`src/sldc_pkg.sv`:
```
`default_nettype none
package sldc_pkg;

  // Register indices; byte address is four times the index
  localparam logic [11:0] IDX_INIT_SYNC = 12'h473;
  localparam logic [11:0] IDX_MAIN      = 12'h475;
  localparam logic [11:0] IDX_ERR_ILAS  = 12'h476;
  localparam logic [11:0] IDX_TEST      = 12'h477;
  localparam logic [11:0] IDX_IRQ_STAT  = 12'h4A0;
  localparam logic [11:0] IDX_IRQ_MASK  = 12'h4A1;

  // Main control fields
  localparam int unsigned MAIN_RECEIVER_DISABLE   = 7;
  localparam int unsigned MAIN_REPL_OFF = 6;
  localparam int unsigned MAIN_SRST     = 3;
  localparam int unsigned MAIN_FSYNC    = 2;
  localparam int unsigned MAIN_FRM_REP  = 0;
  // Error and alignment control fields
  localparam int unsigned ERR_QUAL      = 4;
  localparam int unsigned ERR_ALT_SCR   = 3;
  localparam int unsigned ERR_POST_SYNC_BEHAVIOUR_SEL   = 2;
  localparam int unsigned ERR_SKIP_ALIGNMENT_SEQUENCE   = 1;
  localparam int unsigned ERR_FCHK      = 0;
  // Test control field
  localparam int unsigned TEST_PERP     = 7;
  // Lane 0 sync status field
  localparam int unsigned STAT_ILS0     = 0;

  // Reset values and writable bits
  localparam logic [7:0] MAIN_RST       = 8'h01;
  localparam logic [7:0] ERR_ILAS_RST   = 8'h14;
  localparam logic [7:0] TEST_RST       = 8'h00;
  localparam logic [7:0] MAIN_WMASK     = 8'hCD;
  localparam logic [7:0] ERR_ILAS_WMASK = 8'h1F;
  localparam logic [7:0] TEST_WMASK     = 8'h80;

  // Interrupt bits
  localparam int unsigned IRQ_W         = 4;
  localparam int unsigned IRQ_SYNC_LOST = 0;
  localparam int unsigned IRQ_CKS_ERR   = 1;
  localparam int unsigned IRQ_DISP_ERR  = 2;
  localparam int unsigned IRQ_UNEXP_K   = 3;
  localparam logic [IRQ_W-1:0] IRQ_RST  = 4'h0;

  // Control characters (K flag set)
  localparam logic [7:0] CHAR_R = 8'h1C;
  localparam logic [7:0] CHAR_A = 8'h7C;
  localparam logic [7:0] CHAR_Q = 8'h9C;
  localparam logic [7:0] CHAR_K = 8'hBC;
  localparam logic [7:0] CHAR_F = 8'hFC;

  // Counts, octet indices and bit positions
  localparam logic [2:0] CGS_K_COUNT     = 3'h4;
  localparam logic [2:0] ILAS_MF_COUNT   = 3'h4;
  localparam logic [2:0] DISP_LOSS_COUNT = 3'h4;
  localparam logic [3:0] CFG_CKS_IDX     = 4'hD;
  localparam logic [3:0] CFG_SCR_IDX     = 4'h3;
  localparam int unsigned CFG_SCR_BIT    = 7;
  localparam logic [1:0] ALT_SCR_OCTET   = 2'h2;

  typedef struct packed {
    logic [7:0] data;
    logic       is_k;
    logic       nit_err;
    logic       disp_err;
    logic       valid;
  } sldc_rx_t;

  typedef struct packed {
    logic [7:0] data;
    logic       valid;
  } sldc_out_t;

  typedef enum logic [2:0] {
    SLDC_CGS  = 3'b001,
    SLDC_ILAS = 3'b010,
    SLDC_DATA = 3'b100
  } sldc_state_t;

endpackage

`default_nettype wire

```
`src/sldc_deframer_ctrl.sv`:
```
// Behaviour
// RULE1: receiver disable bit stops deframer reception
// RULE2: software changes configuration only during soft reset
// RULE3: substitution-off bit passes /A/ and /F/ unchanged
// RULE4: soft reset bit holds deframer at power-on; here sync_request_out follows the force bit instead of staying low
// RULE5: force bit asserts sync request output
// RULE6: errored frames replaced when replace enable set
// RULE7: qualify bit lets table error mask disparity
// RULE8: alternative start descrambles from user octet two
// RULE9: select zero: disparity error count forces resync
// RULE10: select one: /K/ then non-/R/,/K/ resyncs
// RULE11: skip bit goes straight to user data
// RULE12: multilane links keep skip bit at zero
// RULE13: checksum method: field sum or byte sum
// RULE14: test mode repeats alignment sequence forever
// RULE15: lane 0 initial sync reported read-only
//
// Local design decision: the AHB-Lite register port.
`timescale 1ns/1ps
`default_nettype none

module sldc_deframer_ctrl (
  input  wire logic              hclk,
  input  wire logic              hresetn,
  input  wire logic              hsel,
  input  wire logic [31:0]       haddr,
  input  wire logic [1:0]        htrans,
  input  wire logic              hwrite,
  input  wire logic [2:0]        hsize,
  input  wire logic [31:0]       hwdata,
  input  wire logic              hready,
  output logic [31:0]            hrdata,
  output logic                   hreadyout,
  output logic                   hresp,
  input  wire sldc_pkg::sldc_rx_t rx_in,
  output sldc_pkg::sldc_out_t    user_out,
  output logic                   sync_request_out,
  output logic                   irq
);

  // Descramble one octet, MSB first, with 1 + x^14 + x^15
  function automatic logic [22:0] sldc_descr(input logic [14:0] h,
                                             input logic [7:0]  b);
    logic [14:0] s;
    logic [7:0]  o;
    s = h;
    o = 8'h00;
    for (int i = 7; i >= 0; i--) begin
      o[i] = b[i] ^ s[13] ^ s[14];
      s    = {s[13:0], b[i]};
    end
    return {o, s};
  endfunction

  // Sum of the link parameter fields held in one configuration octet
  function automatic logic [7:0] sldc_field_sum(input logic [3:0] idx,
                                                input logic [7:0] b);
    logic [7:0] f;
    f = 8'h00;
    unique case (idx)
      4'h0, 4'h4, 4'h6: f = b;
      4'h1: f = 8'(b[7:4]) + 8'(b[3:0]);
      4'h2: f = 8'(b[6]) + 8'(b[5]) + 8'(b[4:0]);
      4'h3, 4'hA: f = 8'(b[7]) + 8'(b[4:0]);
      4'h5: f = 8'(b[4:0]);
      4'h7: f = 8'(b[7:6]) + 8'(b[4:0]);
      4'h8, 4'h9: f = 8'(b[7:5]) + 8'(b[4:0]);
      default: f = 8'h00;
    endcase
    return f;
  endfunction

  // Register file
  logic [7:0]                 ctrl_main;
  logic [7:0]                 ctrl_err;
  logic [7:0]                 ctrl_test;
  logic [sldc_pkg::IRQ_W-1:0] irq_stat;
  logic [sldc_pkg::IRQ_W-1:0] irq_mask;
  logic                       init_sync;

  // Bus slave state
  logic        pend;
  logic        ap_write;
  logic        ap_ok;
  logic [11:0] ap_idx;

  wire acc = hsel & hready & htrans[1];
  wire dec_ok = (haddr[31:14] == 18'h00000) & (haddr[1:0] == 2'h0);
  wire do_wr = pend & ap_write & ap_ok;
  wire wr_main = do_wr & (ap_idx == sldc_pkg::IDX_MAIN);
  wire wr_err  = do_wr & (ap_idx == sldc_pkg::IDX_ERR_ILAS);
  wire wr_test = do_wr & (ap_idx == sldc_pkg::IDX_TEST);
  wire wr_stat = do_wr & (ap_idx == sldc_pkg::IDX_IRQ_STAT);
  wire wr_mask = do_wr & (ap_idx == sldc_pkg::IDX_IRQ_MASK);

  logic [7:0] rd_val;
  always_comb begin
    rd_val = 8'h00;
    if (ap_ok) begin
      unique case (ap_idx)
        sldc_pkg::IDX_INIT_SYNC:
          rd_val[sldc_pkg::STAT_ILS0] = init_sync; // [RULE15]
        sldc_pkg::IDX_MAIN:     rd_val = ctrl_main;
        sldc_pkg::IDX_ERR_ILAS: rd_val = ctrl_err;
        sldc_pkg::IDX_TEST:     rd_val = ctrl_test;
        sldc_pkg::IDX_IRQ_STAT: rd_val = 8'(irq_stat);
        sldc_pkg::IDX_IRQ_MASK: rd_val = 8'(irq_mask);
        default:                rd_val = 8'h00;
      endcase
    end
  end

  // Control bits
  wire receiver_disable    = ctrl_main[sldc_pkg::MAIN_RECEIVER_DISABLE];
  wire repl_off  = ctrl_main[sldc_pkg::MAIN_REPL_OFF];
  wire srst      = ctrl_main[sldc_pkg::MAIN_SRST];
  wire force_req = ctrl_main[sldc_pkg::MAIN_FSYNC];
  wire frm_rep   = ctrl_main[sldc_pkg::MAIN_FRM_REP];
  wire qual      = ctrl_err[sldc_pkg::ERR_QUAL];
  wire alt_scr   = ctrl_err[sldc_pkg::ERR_ALT_SCR];
  wire post_sync_behaviour_sel   = ctrl_err[sldc_pkg::ERR_POST_SYNC_BEHAVIOUR_SEL];
  wire skip_alignment_sequence   = ctrl_err[sldc_pkg::ERR_SKIP_ALIGNMENT_SEQUENCE];
  wire fchk_sel  = ctrl_err[sldc_pkg::ERR_FCHK];
  wire perp      = ctrl_test[sldc_pkg::TEST_PERP];

  // Deframer state
  sldc_pkg::sldc_state_t state;
  sldc_pkg::sldc_state_t next_state;
  logic [2:0]  k_cnt;
  logic [2:0]  a_cnt;
  logic [2:0]  err_cnt;
  logic        prev_kk;
  logic        cfg_act;
  logic [3:0]  cfg_idx;
  logic [7:0]  cks_sum;
  logic        scr_on;
  logic [1:0]  uo_cnt;
  logic [14:0] scr_hist;
  logic [7:0]  last_oct;

  wire rx_ok  = rx_in.valid & ~receiver_disable; // [RULE1]
  wire disp_q = rx_in.disp_err & ~(qual & rx_in.nit_err); // [RULE7]
  wire is_kk  = rx_in.is_k & (rx_in.data == sldc_pkg::CHAR_K);
  wire is_kr  = rx_in.is_k & (rx_in.data == sldc_pkg::CHAR_R);
  wire is_a   = rx_in.is_k & (rx_in.data == sldc_pkg::CHAR_A);
  wire is_f   = rx_in.is_k & (rx_in.data == sldc_pkg::CHAR_F);
  wire is_q   = rx_in.is_k & (rx_in.data == sldc_pkg::CHAR_Q);
  wire synced = (state != sldc_pkg::SLDC_CGS);

  // Loss of sync after code group sync
  wire k_loss = post_sync_behaviour_sel & prev_kk & ~(is_kk | is_kr); // [RULE10]
  wire d_loss = ~post_sync_behaviour_sel & disp_q &
                (err_cnt == sldc_pkg::DISP_LOSS_COUNT - 3'h1); // [RULE9]
  wire loss   = rx_ok & synced & (k_loss | d_loss);

  wire cgs_done = rx_ok & is_kk &
                  (k_cnt == sldc_pkg::CGS_K_COUNT - 3'h1);
  wire ilas_end = rx_ok & is_a &
                  (a_cnt == sldc_pkg::ILAS_MF_COUNT - 3'h1);

  always_comb begin
    next_state = state;
    unique case (state)
      sldc_pkg::SLDC_CGS:
        if (cgs_done)
          next_state = skip_alignment_sequence ? sldc_pkg::SLDC_DATA
                               : sldc_pkg::SLDC_ILAS; // [RULE11]
      sldc_pkg::SLDC_ILAS:
        if (loss)
          next_state = sldc_pkg::SLDC_CGS;
        else if (ilas_end & ~perp)
          next_state = sldc_pkg::SLDC_DATA; // [RULE14]
      sldc_pkg::SLDC_DATA:
        if (loss)
          next_state = sldc_pkg::SLDC_CGS;
    endcase
    if (receiver_disable)
      next_state = sldc_pkg::SLDC_CGS; // [RULE1]
  end

  // Checksum of the configuration octets
  wire [7:0] cfg_add = fchk_sel ? rx_in.data
                       : sldc_field_sum(cfg_idx, rx_in.data); // [RULE13]
  wire cfg_take = rx_ok & cfg_act & (state == sldc_pkg::SLDC_ILAS);
  wire cks_last = cfg_take & (cfg_idx == sldc_pkg::CFG_CKS_IDX);
  wire cks_bad  = cks_last & (cks_sum != rx_in.data);

  // User data path
  wire [22:0] descr = sldc_descr(scr_hist, rx_in.data);
  wire scr_now = scr_on & (~alt_scr | uo_cnt == sldc_pkg::ALT_SCR_OCTET);
  wire [7:0] plain = scr_now ? descr[22:15] : rx_in.data; // [RULE8]
  wire in_data = rx_ok & (state == sldc_pkg::SLDC_DATA);
  wire end_chr = is_a | is_f;
  wire bad_oct = rx_in.nit_err | disp_q;
  wire unexp_k = in_data & rx_in.is_k & ~end_chr & ~is_kk;

  logic [7:0] next_oct;
  always_comb begin
    next_oct = plain;
    if (end_chr & ~repl_off)
      next_oct = last_oct; // [RULE3]
    else if (bad_oct & frm_rep)
      next_oct = last_oct; // [RULE6]
  end

  wire [sldc_pkg::IRQ_W-1:0] ev = {unexp_k,
                                   rx_ok & synced & disp_q,
                                   cks_bad,
                                   loss | (receiver_disable & synced)};

  // Bus slave: one wait cycle, then OKAY
  always_ff @(posedge hclk or negedge hresetn) begin
    if (!hresetn) begin
      pend      <= 1'b0;
      ap_write  <= 1'b0;
      ap_ok     <= 1'b0;
      ap_idx    <= 12'h000;
      hreadyout <= 1'b1;
      hrdata    <= 32'h00000000;
      hresp     <= 1'b0;
    end else begin
      pend      <= acc;
      hreadyout <= ~acc;
      if (acc) begin
        ap_write <= hwrite;
        ap_ok    <= dec_ok;
        ap_idx   <= haddr[13:2];
      end
      if (pend & ~ap_write)
        hrdata <= {24'h000000, rd_val};
      hresp <= 1'b0;
    end
  end

  // Control registers; configuration kept steady by software [RULE2]
  always_ff @(posedge hclk or negedge hresetn) begin
    if (!hresetn) begin
      ctrl_main <= sldc_pkg::MAIN_RST;
      ctrl_err  <= sldc_pkg::ERR_ILAS_RST;
      ctrl_test <= sldc_pkg::TEST_RST;
      irq_mask  <= sldc_pkg::IRQ_RST;
      irq_stat  <= sldc_pkg::IRQ_RST;
      irq       <= 1'b0;
    end else begin
      if (wr_main)
        ctrl_main <= hwdata[7:0] & sldc_pkg::MAIN_WMASK;
      if (wr_err)
        ctrl_err <= hwdata[7:0] & sldc_pkg::ERR_ILAS_WMASK;
      if (wr_test)
        ctrl_test <= hwdata[7:0] & sldc_pkg::TEST_WMASK;
      if (wr_mask)
        irq_mask <= hwdata[sldc_pkg::IRQ_W-1:0];
      irq_stat <= (irq_stat & ~(wr_stat ? hwdata[sldc_pkg::IRQ_W-1:0]
                                        : sldc_pkg::IRQ_RST)) | ev;
      irq <= |(irq_stat & irq_mask);
    end
  end

  // Deframer; soft reset holds it at power-on values, except sync_request_out, which follows the force bit
  always_ff @(posedge hclk or negedge hresetn) begin
    if (!hresetn) begin
      state            <= sldc_pkg::SLDC_CGS;
      k_cnt            <= 3'h0;
      a_cnt            <= 3'h0;
      err_cnt          <= 3'h0;
      prev_kk          <= 1'b0;
      cfg_act          <= 1'b0;
      cfg_idx          <= 4'h0;
      cks_sum          <= 8'h00;
      scr_on           <= 1'b0;
      uo_cnt           <= 2'h0;
      scr_hist         <= 15'h0000;
      last_oct         <= 8'h00;
      init_sync        <= 1'b0;
      user_out         <= '0;
      sync_request_out <= 1'b0;
    end else if (srst) begin // [RULE4]
      state            <= sldc_pkg::SLDC_CGS;
      k_cnt            <= 3'h0;
      a_cnt            <= 3'h0;
      err_cnt          <= 3'h0;
      prev_kk          <= 1'b0;
      cfg_act          <= 1'b0;
      cfg_idx          <= 4'h0;
      cks_sum          <= 8'h00;
      scr_on           <= 1'b0;
      uo_cnt           <= 2'h0;
      scr_hist         <= 15'h0000;
      last_oct         <= 8'h00;
      init_sync        <= 1'b0;
      user_out         <= '0;
      sync_request_out <= force_req; // [RULE5]
    end else begin
      state <= next_state;
      sync_request_out <= force_req |
                          (next_state == sldc_pkg::SLDC_CGS); // [RULE5]
      if (rx_ok)
        prev_kk <= is_kk;
      if (state == sldc_pkg::SLDC_CGS) begin
        k_cnt   <= (rx_ok & is_kk) ? k_cnt + 3'h1 : 3'h0;
        a_cnt   <= 3'h0;
        err_cnt <= 3'h0;
        cfg_act <= 1'b0;
        cfg_idx <= 4'h0;
        cks_sum <= 8'h00;
        uo_cnt  <= 2'h0;
        if (cgs_done & skip_alignment_sequence)
          scr_on <= 1'b0;
      end else begin
        k_cnt <= 3'h0;
        if (rx_ok & disp_q & ~post_sync_behaviour_sel)
          err_cnt <= err_cnt + 3'h1; // [RULE9]
      end
      if (state == sldc_pkg::SLDC_ILAS & rx_ok) begin
        if (is_a)
          a_cnt <= ilas_end ? 3'h0 : a_cnt + 3'h1; // [RULE14]
        if (is_q) begin
          cfg_act <= 1'b1;
          cfg_idx <= 4'h0;
          cks_sum <= 8'h00;
        end else if (cfg_take) begin
          cfg_idx <= cfg_idx + 4'h1;
          cks_sum <= cks_sum + cfg_add;
          if (cfg_idx == sldc_pkg::CFG_SCR_IDX)
            scr_on <= rx_in.data[sldc_pkg::CFG_SCR_BIT];
          if (cks_last)
            cfg_act <= 1'b0;
        end
      end
      if (next_state == sldc_pkg::SLDC_CGS)
        init_sync <= 1'b0; // [RULE15]
      else if (ilas_end & state == sldc_pkg::SLDC_ILAS)
        init_sync <= 1'b1; // [RULE15]
      user_out.valid <= in_data & ~loss;
      if (in_data) begin
        if (uo_cnt != sldc_pkg::ALT_SCR_OCTET)
          uo_cnt <= uo_cnt + 2'h1;
        if (scr_on)
          scr_hist <= descr[14:0];
        last_oct      <= next_oct;
        user_out.data <= next_oct;
      end
    end
  end

endmodule

`default_nettype wire

```
`config.mk`:
```
export PLATFORM = sky130hd
export DESIGN_NAME = sldc_deframer_ctrl
export DESIGN_NICKNAME = d
export VERILOG_FILES = /design/src/sldc_pkg.sv /design/src/sldc_deframer_ctrl.sv
export SDC_FILE = /design/constraint.sdc
export NUM_CORES = 1
export LEC_CHECK = 0
export BUFFER_PORTS_ARGS = -buffer_cell sky130_fd_sc_hd__buf_2
export CELL_PAD_IN_SITES_DETAIL_PLACEMENT = 0
export CELL_PAD_IN_SITES_GLOBAL_PLACEMENT = 1
export CORE_UTILIZATION = 42
export CTS_CLUSTER_DIAMETER = 100
export DETAILED_ROUTE_END_ITERATION = 7
export HOLD_SLACK_MARGIN = 0.06
export PLACE_DENSITY = 0.87
export SETUP_SLACK_MARGIN = 0.02
export SYNTH_ARGS = -nofsm -noshare
export SYNTH_HDL_FRONTEND = slang
export SYNTH_SLANG_ARGS = --single-unit
```
`constraint.sdc`:
```
create_clock -name hclk -period 4.31 [get_ports hclk]
set_input_delay 0.2155 -clock hclk [delete_from_list [all_inputs] [get_ports hclk]]
set_output_delay 0.2155 -clock hclk [all_outputs]
set_load 0.03 [all_outputs]
```
==> metrics.md <==
| Metric | Value |
|---|---|
| Fin util | `0.489` |
| DP Cell Count | `about 860` |
| Critical Path Source | `cfg_idx[1]` |
| WHS | `0.107 ns` |
| Crit Reg-Reg Endpoint | `cks_sum[6]` |
| FP Rows | `between 40 and 50` |
| Final setup vio count | `0` |
| Vias in the first global route | `4648` |
| Fin Setup TNS | `0 ns` |
| Layout cells sized above 1 | `0.217` |
| Skew-Pair Late Insertion Delay | `0.34 ns` |
| HPWL after DPL | `10.1 mm` |
| Area grow syn2layout | `13.3%` |
| Net Sw Power | `587 µW` |
| Setup crit start kind | `register` |
| Period utilization | `0.943` |
| CP max stage cell | `dfrtp_1` |
| Critical Path Fanout Max | `5` |
| Sw Share | `0.272` |
| Worst-path clk slew | `0.06 ns` |
| Initial Utilization | `0.432` |
| Die width | `around 120 µm` |
| Max IR drop VDD | `about 0.17 mV` |
| Remaining global-route overflow | `0` |
| Hold WC Path Type | `input port to register` |
| CTS tree | `done` |
| Max-slew violation count | `0` |
| First-pass GRT wire length | `22.5 mm` |
| Critical path endpoint category | `register` |
| Clock skew | `slightly above 0.007 ns` |
| Synth top area share | `0.388` |
| Most frequent CP cell | `o21ai_1` |
| Synth area leader | `dfrtp_1` |
| Yosys warning count | `0` |
| Top cells by area, synth | `dfrtp_1, ha_1, xnor2_1, buf_4, nor2_1` |
| Core area | `13900 µm²` |
| Sequential Power Share | `0.478` |
| Final cell count without fillers | `884` |
| Power Internal | `1.58 mW` |
| RSZ-0062 raised after global routing | `no` |
| CP max stage delay | `~0.43 ns` |
| RR Startpoint | `cfg_idx[1]` |
| Count leader, synth | `dfrtp_1` |
| Post-synth EDFFs | `0` |
| DR WL/cell | `15.5 µm` |
| Max clock buf depth | `2` |
| Final wirelength | `13.7 mm` |
| H-tree depth | `3` |
| WP depth | `19` |
| Post-DRT Antenna Nets | `0` |
| Synth Instances | `633` |
| Status | `finished, final reports clean` |
| Crit path time final | `4.06 ns` |
| Buffers on Ports | `75` |
| Critical Path RT | `4.57 ns` |
| Synth unique cells | `75` |
| Slew margin rel. | `0.396` |
| Max Cap Viol | `0` |
| Initial antenna violation count | `0` |
| Die Ht | `121 µm` |
| DRC | `0` |
| Post-synthesis sequential area ratio | `0.410` |
| GRT Util Overall | `0.193` |
| Buffers plus inverters on the worst setup path | `2` |
| Fmax | `between 0.2 and 0.25 GHz` |
| Starting DRC count in detailed routing | `383` |
| Worst setup endpoint | `cks_sum[6]` |
| GP Congestion | `0.900` |
| Clk pwr share | `0.366` |
| Pre-Repair DR Iteration Count | `5` |
| CTS buffer count | `9` |
| Final Hold Fails | `0` |
| Die area | `14700 µm²` |
| Post-Syn Area | `5990 µm²` |
| Main synth FF type | `dfrtp_1` |
| Largest net degree at the start of global routing | `72` |
| Pwr dens | `319 nW/µm²` |
| Delay-heaviest family, CP | `compound AO/OA/AOI/OAI gates` |
| Leak Pwr | `2.97 nW` |
| Worst EP arrival | `about 4.3 ns` |
| Sequence of cells on the critical path | `ha_2 > inv_1 > nor3b_2 > nor3b_1 > a221o_1 > ha_2 > fa_2 > xor2_1 > a222oi_1 > inv_1 > o21ai_1 > o21ai_1 > ha_1 > nor2b_1 > o31a_1 > o21a_1 > o21ai_1 > nand3b_1 > a21oi_2` |
| Final #Nets | `813` |
| Ant diodes | `0` |
| Seq cells post-synth | `~100` |
| Num Clock Sinks | `98` |
| Via density | `5.49` |
| Post-synth ARST share | `1.00` |
| Reg2reg path depth | `19` |
| Fillers | `1320` |
| Avg Cell Area, Syn | `around 9.5 µm²` |
| I/O Pins | `around 130` |
| Critical path class | `register to register` |
| R2R Setup Slk | `0.25 ns` |
| Least-Margin Pin Slew | `between 0.9 and 1 ns` |
| Synth top cells by count | `dfrtp_1, nor2_1, nand2_1` |
| Via count | `just under 5000` |
| Clock root buffer | `clkbuf_16` |
| Comb power frac | `0.156` |
what timing repair did:
item / CTS / global route
buffers inserted: 0 / 4
hold buffers: 1 / 0
setup endpoints to repair: 1 / 3
resized for setup: 1 / 17
pin swaps: 0 / 5
hold endpoints to repair: 66 / 0
power groups by stage:
stage	sequential, mW	clock (mW)	combinational (mW)
2_1_floorplan	1.04	0	0.247
3_3_place_gp	1.05	0	0.321
3_5_place_dp	1.05	0	0.333
4_1_cts	1.03	0.809	0.335
5_1_grt	1.04	0.836	0.374
6_report	1.03	0.791	0.338
sequential cells by signal, indices dropped and copies added, names as in the netlist, 2 cells and up:
signal and flops:
irq_stat 4, state 3, ctrl_err 5, uo_cnt 2
scr_hist 15, ctrl_main 5, a_cnt 3, last_oct 8
cks_sum 8, cfg_idx 4, err_cnt 3, k_cnt 3
hrdata 7, ap_idx 12, irq_mask 4
layout make-up:
cell class / instances / area [µm²] / area share
inverters: 20 / 75.1 / 0.0111
repair buffers: 87 / 470 / 0.0693
multi-input cells: 483 / 3270 / 0.481
flip-flops and latches: 98 / 2460 / 0.363
well taps: 180 / 225 / 0.0332
clock buffers: 12 / 236 / 0.0349
clock inverters: 4 / 51.3 / 0.00756
metrics by stage:
stage / area, µm² / total power [mW] / setup WS [ns]
5_1_grt: 6790 / 2.25 / 0.0253
4_1_cts: 6710 / 2.18 / 0.0548
2_1_floorplan: 6080 / 1.29 / 0.506
3_3_place_gp: 6410 / 1.37 / 0.167
3_5_place_dp: 6410 / 1.38 / 0.0326
6_report: 6790 / 2.16 / 0.246
cells in the final DEF, fill, tap and decap left out, types with 4 or more instances in the layout:
cell,count
ha_1,20
mux2_2,18
inv_1,15
dfstp_2,5
o21ai_0,19
mux2_1,11
nand4_1,5
buf_4,12
a21o_1,5
o21a_1,4
nor3_1,13
mux2i_1,7
nand3_1,37
a211oi_1,12
and2_1,5
nor4_1,6
or3_1,6
clkbuf_16,9
nor2_1,55
o21bai_1,5
a21oi_1,39
inv_2,5
a31oi_1,5
nand2b_1,6
dfrtp_1,92
buf_2,74
nand2_1,55
xnor2_1,30
nor2b_1,5
conb_1,26
xor2_1,6
o21ai_1,8
worst min-delay path by stage:
stage	startpoint	endpoint	cells after the start	slack, ns
after CTS	hwdata[7]	ctrl_main[7]	2	0.09
after detailed placement	hresetn	hrdata[6]	1	0.40
after floorplan	hresetn	a_cnt[0]	0	-0.08
after global routing	hwdata[4]	ctrl_err[4]	2	0.1
final	haddr[9]	ap_idx[7]	2	0.11
after global placement	hresetn	hrdata[4]	1	0.39
metal layers:
layer / vias to the layer above / wire, µm / global-route usage
met3: 26 / 636 / 0.0343
met1: 2354 / 6100 / 0.245
met5: - / 0 / 0
met2: 121 / 6680 / 0.326
li1: 2353 / - / -
met4: 0 / 293 / 0.0718
logic make-up after synthesis:
family	synth area share
AND/OR/NAND/NOR	0.188
AO/OA/AOI/OAI	0.150
flip-flops	0.410
buffers and inverters	0.0691
XOR/XNOR	0.0526
multiplexers	0.0662
adder cells (fa/ha/maj)	0.0635
other	0.000626
(Power assumes the default switching activity.)
